==> src/hdl/pbs_defs.vh <==
// Timing constants and the summary of operation for the push-button power sequencer.
// Summary of operation
// - Power up after qualified press above upper threshold
// - Supply dip during press restarts qualify timer
// - Qualified press: enable on, reset pulse
// - Keep-alive low at release drops enable
// - Window expiry with button held samples keep-alive
// - No monitoring until power-up completes
// - Pull-down on keep-alive during startup
// - Keep-alive low in normal operation drops enable
// - Undervoltage below lower threshold drives alert low
// - Long undervoltage drops enable
// - Qualified press gives alert pulse
// - Alert low from qualify end while held
// - Alert low at least minimum width
// - Alert high throughout power-up
// - Button-state output tells alert cause
// - Two-button long push acts per option
// - Reset option: long push pulses reset
// - Power-off option: long push drops enable
// - Reset option: no keep-alive drops enable
// - Watch second button falling edges after power-up
// - Standby watches only power button falling edge
// - Active-low enable is inverse of enable
// - No timing cap means zero extra time
// - Button-state low min width then follows release
`ifndef PBS_DEFS_VH
`define PBS_DEFS_VH

// =============================================
// Time base
// =============================================
`define PBS_CLK_HZ          25000000
`define PBS_QUALIFY_US      30000
`define PBS_RESET_US        200000
`define PBS_BLANK_US        10000000
`define PBS_ALERT_MIN_US    30000
`define PBS_LONG_EXTRA_US   1000000
`define PBS_US_CYCLES(t)    (((t) * 25) )
`define PBS_CNT_W           32

`endif

==> src/hdl/pbs_sync.v <==
// Two-flop synchroniser for a bank of asynchronous inputs.
`timescale 1ns/1ps
module pbs_sync #(
	parameter WIDTH = 4
) (
	// Clock and reset
	input  wire             clk,
	input  wire             rst_n,
	// Data
	input  wire [WIDTH-1:0] async_in,
	input  wire [WIDTH-1:0] rst_val,
	output reg  [WIDTH-1:0] sync_out
);
	reg [WIDTH-1:0] meta;

	// Reset is synchronous, so the reset level may come from a constant wire.
	always @(posedge clk) begin
		if (!rst_n) begin
			meta     <= rst_val;
			sync_out <= rst_val;
		end else begin
			meta     <= async_in;
			sync_out <= meta;
		end
	end
endmodule

==> src/hdl/pbs_sequencer.v <==
// Push-button power sequencer: power-up qualification, startup confirm, alerts and long push.
`timescale 1ns/1ps
`include "pbs_defs.vh"
module pbs_sequencer #(
	parameter [31:0] QUALIFY_CYC  = `PBS_US_CYCLES(`PBS_QUALIFY_US),
	parameter [31:0] RESET_CYC    = `PBS_US_CYCLES(`PBS_RESET_US),
	parameter [31:0] BLANK_CYC    = `PBS_US_CYCLES(`PBS_BLANK_US),
	parameter [31:0] ALERT_CYC    = `PBS_US_CYCLES(`PBS_ALERT_MIN_US),
	parameter [31:0] LONG_CYC     = `PBS_US_CYCLES(`PBS_LONG_EXTRA_US),
	parameter        LONG_RESET   = 1'b1
) (
	// Clock and reset
	input  wire clk,
	input  wire rst_n,
	// Buttons, active low
	input  wire power_button_in,
	input  wire second_button_in,
	// Host keep-alive, supply comparators and long-push timing cap
	input  wire keep_alive_in,
	input  wire above_upper_in,
	input  wire above_lower_in,
	input  wire long_press_timing_cap,
	// Outputs
	output reg  power_en,
	output reg  power_en_n,
	output reg  host_reset_n,
	output reg  alert_n,
	output reg  button_state_out,
	output reg  keep_alive_pulldown
);
	localparam [2:0] ST_STANDBY = 3'h0;
	localparam [2:0] ST_QUALIFY = 3'h1;
	localparam [2:0] ST_STARTUP = 3'h2;
	localparam [2:0] ST_NORMAL  = 3'h3;
	localparam [2:0] ST_LPRESET = 3'h4;

	wire [4:0] s;
	// Buttons idle high, keep-alive idles low, comparators idle as healthy.
	pbs_sync #(.WIDTH(5)) u_sync (
		.clk      (clk),
		.rst_n    (rst_n),
		.async_in ({power_button_in, second_button_in, keep_alive_in, above_upper_in, above_lower_in}),
		.rst_val  (5'h1B),
		.sync_out (s)
	);
	wire pb_held = ~s[4];
	wire sr_held = ~s[3];
	wire ka      = s[2];
	wire up_ok   = s[1];
	wire lo_ok   = s[0];

	reg  [2:0]  state;
	reg  [31:0] tmr;      // qualify / startup window / long-push confirm window
	reg  [31:0] rst_tmr;
	reg  [31:0] uv_tmr;
	reg  [31:0] lp_tmr;
	reg  [31:0] pb_tmr;
	reg  [31:0] al_tmr;
	reg         pb_prev;
	reg         sr_prev;
	reg         sr_armed;
	reg         pb_qual;
	reg         startup_pb;
	reg         en;

	// Extra long-push time is dropped when no timing cap is fitted.
	wire [31:0] long_need = QUALIFY_CYC + ALERT_CYC + (long_press_timing_cap ? LONG_CYC : 32'h0);
	wire        pb_fall   = pb_held & ~pb_prev;
	wire        sr_fall   = sr_held & ~sr_prev;
	wire        uv_long   = (uv_tmr >= long_need);
	wire        lp_hit    = pb_held & sr_held & sr_armed & (lp_tmr >= long_need);
	wire        alert_req = (~lo_ok) | pb_qual;

	always @(posedge clk) begin
		if (!rst_n) begin
			state      <= ST_STANDBY;
			tmr        <= 32'h0;
			rst_tmr    <= 32'h0;
			uv_tmr     <= 32'h0;
			lp_tmr     <= 32'h0;
			pb_tmr     <= 32'h0;
			al_tmr     <= 32'h0;
			pb_prev    <= 1'b0;
			sr_prev    <= 1'b0;
			sr_armed   <= 1'b0;
			pb_qual    <= 1'b0;
			startup_pb <= 1'b0;
			en         <= 1'b0;
			power_en   <= 1'b0;
			power_en_n <= 1'b1;
			host_reset_n        <= 1'b1;
			alert_n             <= 1'b1;
			button_state_out    <= 1'b1;
			keep_alive_pulldown <= 1'b0;
		end else begin
			pb_prev <= pb_held;
			sr_prev <= sr_held;
			if (rst_tmr != 32'h0)
				rst_tmr <= rst_tmr - 32'h1;
			// Low for exactly the loaded count: one cycle per value from the load down to one.
			host_reset_n <= (rst_tmr == 32'h0);
			case (state)
			ST_STANDBY: begin
				en <= 1'b0;
				alert_n <= 1'b1;
				button_state_out <= 1'b1;
				if (pb_fall) begin
					state <= ST_QUALIFY;
					tmr   <= 32'h0;
				end
			end
			ST_QUALIFY: begin
				if (!pb_held)
					state <= ST_STANDBY;
				else if (!up_ok)
					tmr <= 32'h0;
				else if (tmr >= QUALIFY_CYC - 32'h1) begin
					state      <= ST_STARTUP;
					en         <= 1'b1;
					rst_tmr    <= RESET_CYC;
					tmr        <= 32'h0;
					startup_pb <= 1'b1;
				end else
					tmr <= tmr + 32'h1;
			end
			ST_STARTUP, ST_LPRESET: begin
				// Alert stays idle until the host confirms
				alert_n <= 1'b1;
				tmr <= tmr + 32'h1;
				if (!pb_held)
					startup_pb <= 1'b0;
				if (startup_pb && !pb_held && state == ST_STARTUP && tmr < BLANK_CYC) begin
					if (ka) begin
						state <= ST_NORMAL;
					end else begin
						state <= ST_STANDBY;
						en    <= 1'b0;
					end
				end else if (tmr >= BLANK_CYC - 32'h1) begin
					// Keep-alive is sampled exactly at window expiry
					if (ka)
						state <= ST_NORMAL;
					else begin
						state <= ST_STANDBY;
						en    <= 1'b0;
					end
				end
				uv_tmr   <= 32'h0;
				lp_tmr   <= 32'h0;
				pb_qual  <= 1'b0;
				pb_tmr   <= 32'h0;
				sr_armed <= 1'b0;
			end
			ST_NORMAL: begin
				// Second button arms only on a falling edge
				if (sr_fall)
					sr_armed <= 1'b1;
				else if (!sr_held)
					sr_armed <= 1'b0;
				if (pb_held && sr_held)
					lp_tmr <= lp_tmr + 32'h1;
				else
					lp_tmr <= 32'h0;
				uv_tmr <= lo_ok ? 32'h0 : uv_tmr + 32'h1;
				// Presses during undervoltage are ignored by the button qualifier.
				if (pb_held && lo_ok && ka) begin
					if (pb_tmr < QUALIFY_CYC)
						pb_tmr <= pb_tmr + 32'h1;
					else
						pb_qual <= 1'b1;
				end else begin
					pb_tmr <= 32'h0;
					if (al_tmr == 32'h0)
						pb_qual <= 1'b0;
				end
				if (alert_req && alert_n) begin
					alert_n <= 1'b0;
					al_tmr  <= ALERT_CYC;
				end else if (al_tmr != 32'h0)
					al_tmr <= al_tmr - 32'h1;
				else if (!alert_req)
					alert_n <= 1'b1;
				// Low only for a button cause, so the host can tell it from undervoltage.
				button_state_out <= ~(pb_qual | (pb_tmr >= QUALIFY_CYC));
				if (!ka || uv_long) begin
					state <= ST_STANDBY;
					en    <= 1'b0;
				end else if (lp_hit) begin
					lp_tmr <= 32'h0;
					if (LONG_RESET) begin
						state   <= ST_LPRESET;
						rst_tmr <= RESET_CYC;
						tmr     <= 32'h0;
					end else begin
						state <= ST_STANDBY;
						en    <= 1'b0;
					end
				end
			end
			default: begin
				state <= ST_STANDBY;
				en    <= 1'b0;
			end
			endcase
			power_en   <= en;
			power_en_n <= ~en;
			keep_alive_pulldown <= (state == ST_STARTUP) | (state == ST_LPRESET) | (state == ST_QUALIFY);
		end
	end
endmodule

==> config.mk <==
export PLATFORM = sky130hd
export DESIGN_NAME = pbs_sequencer
export DESIGN_NICKNAME = d
export VERILOG_FILES = /design/src/hdl/pbs_sync.v /design/src/hdl/pbs_sequencer.v
export VERILOG_INCLUDE_DIRS = /design/src /design/src/hdl
export SDC_FILE = /design/constraint.sdc
export NUM_CORES = 1
export LEC_CHECK = 0
export ABC_AREA = 1
export BUFFER_PORTS_ARGS = -buffer_cell sky130_fd_sc_hd__clkbuf_2
export CORE_UTILIZATION = 55
export DETAILED_ROUTE_END_ITERATION = 12
export HOLD_SLACK_MARGIN = 0.03
export PLACE_DENSITY_LB_ADDON = 0.2
export REMOVE_ABC_BUFFERS = 1
export SYNTH_ARGS = -nofsm -noshare
export SYNTH_HDL_FRONTEND = slang
export SYNTH_HIERARCHICAL = 1
export SYNTH_SLANG_ARGS = --single-unit
==> constraint.sdc <==
create_clock -name clk -period 3.1 [get_ports clk]
set_input_delay 0.62 -clock clk [delete_from_list [all_inputs] [get_ports clk]]
set_output_delay 0.62 -clock clk [all_outputs]
set_load 0.02 [all_outputs]
Word level (Yosys, flattened, before mapping)
Index checks and enable logic that the tools add are counted.
{ "word_totals": {"reg_bits": 217, "latch_bits": 0, "ramBits": 0, "rom_bits": 0, "output_inout_bits": 6, "n_memories": 0} }
{ "op_classes": {"addsub": 7, "multipliers": 0, "div": 0, "magnitude_cmp": 7, "n_eq_ne": 22, "shift": 0, "muxes": 58, "n_bitwise": 16, "reduce_logical": 31} }
{ "ops": {"columns": ["op", "n"], "rows": [
  ["two-way mux 32 bit", 20],
  ["one-hot mux 32 bit (2 select lines)", 4],
  ["adder 32 x 1 -> 32 bit (second input constant)", 4],
  ["one-hot mux 32 bit (4 select lines)", 1],
  ["greater-or-equal comparator 32 x 20 -> 1 bit (second input constant)", 2],
  ["greater-or-equal comparator 32 x 26 -> 1 bit", 2],
  ["zero test 32 bit", 2],
  ["nonzero test 32 bit", 2],
  ["subtractor 32 x 1 -> 32 bit (second input constant)", 2],
  ["greater-or-equal comparator 32 x 28 -> 1 bit (second input constant)", 1],
  ["less-than comparator 32 x 20 -> 1 bit (second input constant)", 1],
  ["less-than comparator 32 x 28 -> 1 bit (second input constant)", 1],
  ["adder 21 x 25 -> 26 bit (first input constant)", 1],
  ["two-way mux 25 bit", 1],
  ["two-way mux 3 bit", 8],
  ["!= test 3 bit (second input constant)", 7],
  ["AND reduction 5 bit", 4],
  ["two-way mux 1 bit", 16],
  ["!= test 2 bit (second input constant)", 6],
  ["one-hot mux 3 bit (4 select lines)", 1],
  ["one-hot mux 1 bit (2 select lines)", 5],
  ["nonzero test 2 bit", 5],
  ["logical AND 1 bit", 7],
  ["inverter 1 bit", 7],
  ["18 further kinds", 31]
]} }

Depth between registers and ports, before layout
{ "depth": {"word_depth": 7, "mapped_depth": 17, "depth_no_buf": 16} }

Cells and area by module
Netlist, hierarchy kept.
{ "modules_own_cells": {"columns": ["module", "n_inst", "cells_per_inst", "area_per_inst_um2", "seq_area_each_um2"], "rows": [
  ["pbs_sequencer", 1, 2034, 13106.3, 4144.0],
  ["pbs_sync", 1, 37, 309.0, 200.2]
]} }

Worst setup path after synthesis
Ideal clock, no wire load.
{ "synth_timing": {"path_kind": "input to register", "from": "input long_press_timing_cap", "to": "register rst_tmr[3]", "setup_ns": 0.117, "arrival_ns": 2.226, "setup_slack_ns": 0.757, "cell_stages": 13, "n_path_buf": 1, "cell_sequence": "inv_1 ha_1 a21oi_1 nor2_1 nor2_1 nand2_1 nand2_1 nand3_1 o21ai_2 nand2_4 nand2_4 buf_6 nor2_2"} }
{ "synth_via": {"elab_chain_cells": 7, "elab_cells_between_ends": 9, "cone_classes": "1 x add/sub; 2 x order compare; 4 x mux; 1 x bitwise; 1 x reduce/logical"} }
{ "synth_rtl": {"columns": ["item", "line_no", "text"], "rows": [
  ["start: declaration", "pbs_sequencer.v:22", "input wire long_press_timing_cap,"],
  ["two-way mux 25 bit (*)", "pbs_sequencer.v:67", "wire [31:0] long_need = QUALIFY_CYC + ALERT_CYC + (long_press_timing_cap ? LONG_CYC : 32'h0);"],
  ["adder 21 x 25 -> 26 bit (*)", "pbs_sequencer.v:67", null],
  ["greater-or-equal comparator 32 x 26 -> 1 bit", "pbs_sequencer.v:71", "wire lp_hit = pb_held & sr_held & sr_armed & (lp_tmr >= long_need);"],
  ["AND 1 bit", "pbs_sequencer.v:71", null],
  ["two-way mux 32 bit", "pbs_sequencer.v:188", "end else if (lp_hit) begin"],
  ["two-way mux 32 bit (*)", "pbs_sequencer.v:185", "if (!ka || uv_long) begin"],
  ["one-hot mux 32 bit (2 select lines) (*)", "pbs_sequencer.v:102", "case (state)"],
  ["end signal: assignment", "pbs_sequencer.v:99", "rst_tmr <= rst_tmr - 32'h1;"],
  ["end: declaration", "pbs_sequencer.v:54", "reg [31:0] rst_tmr;"]
]} }
Every way passes the cells marked *; elsewhere a longest branch is shown, timed or not.
A chain may end at the register's enable or synchronous reset.

Worst setup path in the final report
{ "layout_timing": {"from": "input long_press_timing_cap", "to": "register rst_tmr[15]"} }
Same word-level chain as after synthesis.

==> impl_summary.log <==
INFO  metric power_density = slightly above 900 nW/um^2
INFO  metric synth_cells = 2,071
INFO  metric cts_sinks = between 200 and 250
INFO  metric synth_top_family_by_area = simple AND/OR/NAND/NOR gates
INFO  metric dominant_register_cell_in_the_synthesized_netlist = sky130_fd_sc_hd__dfxtp_1
INFO  metric regArea = ~4300 sq um
INFO  metric filler_cell_count = 2,331
INFO  metric setup_total_negative_slack = 0 ps
INFO  metric cp_data_arrival_time = around 2800 ps
INFO  metric post_cts_buffers = 0
INFO  metric yosys_warning_total = 6
INFO  metric synthesized_area_fraction_occupied_by_ao_oa_aoi_and_oai_cells = a little over a tenth
INFO  metric floorplan.initialDensity = 56.65%
INFO  metric yosys.area_share.adder = between 2 and 3%
INFO  metric synth_seq_cells = roughly 220
INFO  metric critPathCaptureType = flip-flop
INFO  metric cts_tree = built
INFO  metric cts_resized = 0
INFO  metric min_path_type = in -> reg
INFO  metric final_layout_size_suffix_gt1_share = 7.814%
INFO  metric critical_path_class = in -> reg
INFO  metric grt.overflow.total = 0
INFO  metric multi_input_comb_area = 7886 sq um
INFO  metric intPower = 7.279 mW
INFO  metric share_comb_of_total_power = slightly below 50%
INFO  metric grt_usage = about 27%
INFO  metric timing_worst_slew_pin_value = approximately 800 ps
INFO  metric final_common_cell = sky130_fd_sc_hd__nand2_1
INFO  metric vias_per_cell = ~5.5
INFO  metric clock_power_share = approximately 23%
INFO  metric die_x = 158.2 um
INFO  metric clock-root-buffer = sky130_fd_sc_hd__clkbuf_16
INFO  metric vias = 13,200
INFO  metric worst_slew_margin_rel = between 40 and 50%
INFO  metric core = 23,680 sq um
INFO  metric period_needed = about 2400 ps
INFO  metric top_achievable_clock_speed = between 400 and 500 MHz
INFO  metric n_antenna_cell = 0
INFO  metric synth_enable_flop_cells = 0
INFO  metric post_synth_num_cell_types = 59
INFO  metric hold_violations = 0
INFO  metric hold-worst-slack = 292.3 ps
INFO  metric report.final.setup_viol = 0
INFO  metric num-nets-final = 2,104
INFO  metric post_synth_and_or_nand_nor_area_fraction = between 30% and 40%
INFO  metric post-dp-hpwl = between 20,000 and 25,000 um
INFO  metric drtAntennaViolNets = 0
INFO  metric cts_hold_buf = 0
INFO  metric grt_pass1_vias = around 12,000
INFO  metric floorplan.die.height = roughly 160 um
INFO  metric clock_insertion_delay_worst_skew = 530 ps
INFO  metric wl = approximately 34,000 um
INFO  metric synthXorXnorAreaFrac = approximately 5.5%
INFO  metric cp.required = between 3000 and 4000 ps
INFO  metric drv.max_cap_violation_count = 0
INFO  metric unrepaired_setup_endpoints_after_global_routing = no
INFO  metric synth-seq-area-share = about a third
INFO  metric dieArea = about 25,000 sq um
INFO  metric cts_buffer_depth = 3
INFO  metric largest_net_degree_at_the_start_of_global_routing = 48
INFO  metric clkTransAtPathRegs = ~60 ps
INFO  metric outcome = finished clean
INFO  metric row_count = between 50 and 60
INFO  metric timing.final.crit_share = 77.81%
INFO  metric detailedRoute.firstPassIterationCount = 5
INFO  metric power.switching_fraction = roughly 45%
INFO  metric design_power_total = about 13 mW
INFO  metric cts_made_buffers = 26
INFO  metric total_of_buffers_placed_on_input_and_output_ports = 13
INFO  metric synth_mux_area_share = 0%
INFO  metric crit_fanout = 23
INFO  metric area_delta_synth_final = 8.730%
INFO  metric route.detailed.drc = 0
INFO  metric mappedNetlistArea = 13,420 sq um
INFO  metric switchingPower = around 6 mW
INFO  metric leakage = 5.829 nW
INFO  metric type_of_element_launching_the_critical_path = input pin
INFO  metric avg_synthesized_cell_area = 6.478 sq um
INFO  metric sequentialPowerShare = between 20% and 30%
INFO  metric detailedRoute.firstIterationViolations = roughly 820
INFO  metric top_level_ports = 14
INFO  metric peakVddDrop = ~0.75 mV
INFO  metric grt_pass1_wl = 56,120 um
INFO  metric timing.clock.skew = between 8 and 9 ps
INFO  metric route.detailed.wl_per_inst = about 14 um
INFO  metric htree_num_levels = 1
INFO  metric layout_common_cells = sky130_fd_sc_hd__nand2_1 (503), sky130_fd_sc_hd__nor2_1 (302), sky130_fd_sc_hd__dfxtp_1 (217)
INFO  metric grt_antenna_before_repair = 0
INFO  metric fraction_of_synthesis_flops_using_an_asynchronous_set_or_reset_pin = 0%
INFO  metric timing.final.max_slew_violations = 0
INFO  metric finalWeightedCongestion = 0.9359
synth_stat cells, types with 3 or more instances:
| cell type | instances | share of area [%] |
|---|---|---|
| sky130_fd_sc_hd__inv_2 | 16 | 0.45 |
| sky130_fd_sc_hd__nor2_1 | 303 | 8.5 |
| sky130_fd_sc_hd__and3_1 | 4 | 0.19 |
| sky130_fd_sc_hd__ha_1 | 28 | 2.6 |
| sky130_fd_sc_hd__inv_1 | 213 | 6.0 |
| sky130_fd_sc_hd__a221oi_1 | 5 | 0.33 |
| sky130_fd_sc_hd__buf_4 | 4 | 0.22 |
| sky130_fd_sc_hd__nand2_4 | 3 | 0.25 |
| sky130_fd_sc_hd__o21ai_1 | 12 | 0.45 |
| sky130_fd_sc_hd__nand2_2 | 7 | 0.33 |
| sky130_fd_sc_hd__nand2_1 | 503 | 14 |
| sky130_fd_sc_hd__nor3_2 | 12 | 0.90 |
| sky130_fd_sc_hd__xnor2_1 | 17 | 1.1 |
| sky130_fd_sc_hd__a21boi_0 | 3 | 0.17 |
| sky130_fd_sc_hd__or2_2 | 6 | 0.28 |
| sky130_fd_sc_hd__or2_1 | 3 | 0.14 |
| sky130_fd_sc_hd__o21bai_1 | 4 | 0.22 |
| sky130_fd_sc_hd__or3_1 | 3 | 0.14 |
| sky130_fd_sc_hd__clkbuf_1 | 27 | 0.76 |
| sky130_fd_sc_hd__nor2_4 | 4 | 0.34 |
| sky130_fd_sc_hd__a22oi_1 | 3 | 0.17 |
| sky130_fd_sc_hd__o21ai_0 | 62 | 2.3 |
| sky130_fd_sc_hd__a21oi_1 | 133 | 5.0 |
| sky130_fd_sc_hd__and2_1 | 3 | 0.14 |
| sky130_fd_sc_hd__nor4_1 | 21 | 0.98 |
| sky130_fd_sc_hd__nand4_1 | 59 | 2.8 |
| sky130_fd_sc_hd__buf_2 | 22 | 0.82 |
| sky130_fd_sc_hd__nor2_2 | 22 | 1.0 |
| sky130_fd_sc_hd__nor3_1 | 76 | 2.8 |
| sky130_fd_sc_hd__buf_6 | 8 | 0.67 |
| sky130_fd_sc_hd__nand3_1 | 135 | 5.0 |
| sky130_fd_sc_hd__nand3b_1 | 23 | 1.3 |
| sky130_fd_sc_hd__a31oi_1 | 3 | 0.14 |
| sky130_fd_sc_hd__xor2_1 | 68 | 4.4 |
| sky130_fd_sc_hd__o21ai_2 | 8 | 0.52 |
| sky130_fd_sc_hd__dfxtp_1 | 217 | 32 |
stage by stage:
| stage | instances | worst slack (ps) | instance area, sq um | utilization (%) |
|---|---|---|---|---|
| 3_5_place_dp | 2359 | 117.4 | 13710 | 57.89 |
| 3_3_place_gp | 2359 | 226.4 | 13710 | 57.89 |
| 4_1_cts | 2405 | 658.4 | 14590 | 61.59 |
| 5_1_grt | 2405 | 461.7 | 14590 | 61.59 |
| 6_report | 2405 | 687.9 | 14590 | 61.59 |
| 2_1_floorplan | 2012 | 207.4 | 13090 | - |
power groups by stage:
stage | clock network [mW] | registers [mW] | logic, mW
5_1_grt | 3.22 | 3.76 | 7.36
3_5_place_dp | 0 | 3.75 | 6.49
3_3_place_gp | 0 | 3.75 | 6.41
2_1_floorplan | 0 | 3.66 | 4.99
4_1_cts | 3.12 | 3.70 | 6.55
6_report | 3.05 | 3.71 | 6.57
cells by family after synthesis:
group / after synthesis
flip-flops: 217
other: 2
AO/OA/AOI/OAI: 251
XOR/XNOR: 85
buffers and inverters: 293
AND/OR/NAND/NOR: 1195
adder cells (fa/ha/maj): 28
final timing paths:
path	startpoint	to	slack (ps)	depth (start not counted)
hold / removal	above_lower_in	u_sync/meta[0]$_DFF_P_	290	3
hold reg to reg	sr_prev$_SDFF_PN0_	sr_armed$_SDFFE_PN0P_	400	1
setup / recovery	long_press_timing_cap	rst_tmr[15]$_SDFF_PN0_	690	13
setup reg to reg	al_tmr[0]$_SDFFE_PN0P_	al_tmr[31]$_SDFFE_PN0P_	740	11
registers in the layout (all words and copies together), names as in the netlist, 3 cells and up:
register and cells:
al_tmr 32, lp_tmr 32, pb_tmr 32, rst_tmr 32, state 3, tmr 32
u_sync/meta 5, u_sync/sync_out 5, uv_tmr 32
routing by layer:
metal / track usage [%] / part of all wire (%)
met5: 0 / 0
met4: 8.562 / 2.5
met1: 36.33 / 46
met2: 45.61 / 46
met3: 3.531 / 5.7
layout make-up:
class                           count  share of cell area (%)
Clock buffer                       39                   5.558
Clock inverter                      7                  0.4546
Inverter                          231                   6.013
Multi-Input combinational cell   1564                   54.07
Sequential cell                   217                   29.78
Tap cell                          319                   2.736
Timing Repair Buffer               28                   1.390
critical path, stage by stage:
cell                       delay [ps]
sky130_fd_sc_hd__clkbuf_2          90
sky130_fd_sc_hd__inv_1            310
sky130_fd_sc_hd__ha_1             320
sky130_fd_sc_hd__a21oi_1          150
sky130_fd_sc_hd__nor2_1            60
sky130_fd_sc_hd__nor2_1            80
sky130_fd_sc_hd__nand2_1          100
sky130_fd_sc_hd__nand2_1          100
sky130_fd_sc_hd__nand3_1          110
sky130_fd_sc_hd__o21ai_2          330
sky130_fd_sc_hd__nand2_4          160
sky130_fd_sc_hd__nand2_4          290
sky130_fd_sc_hd__nor2_1            90
(Power assumes the default switching activity.)
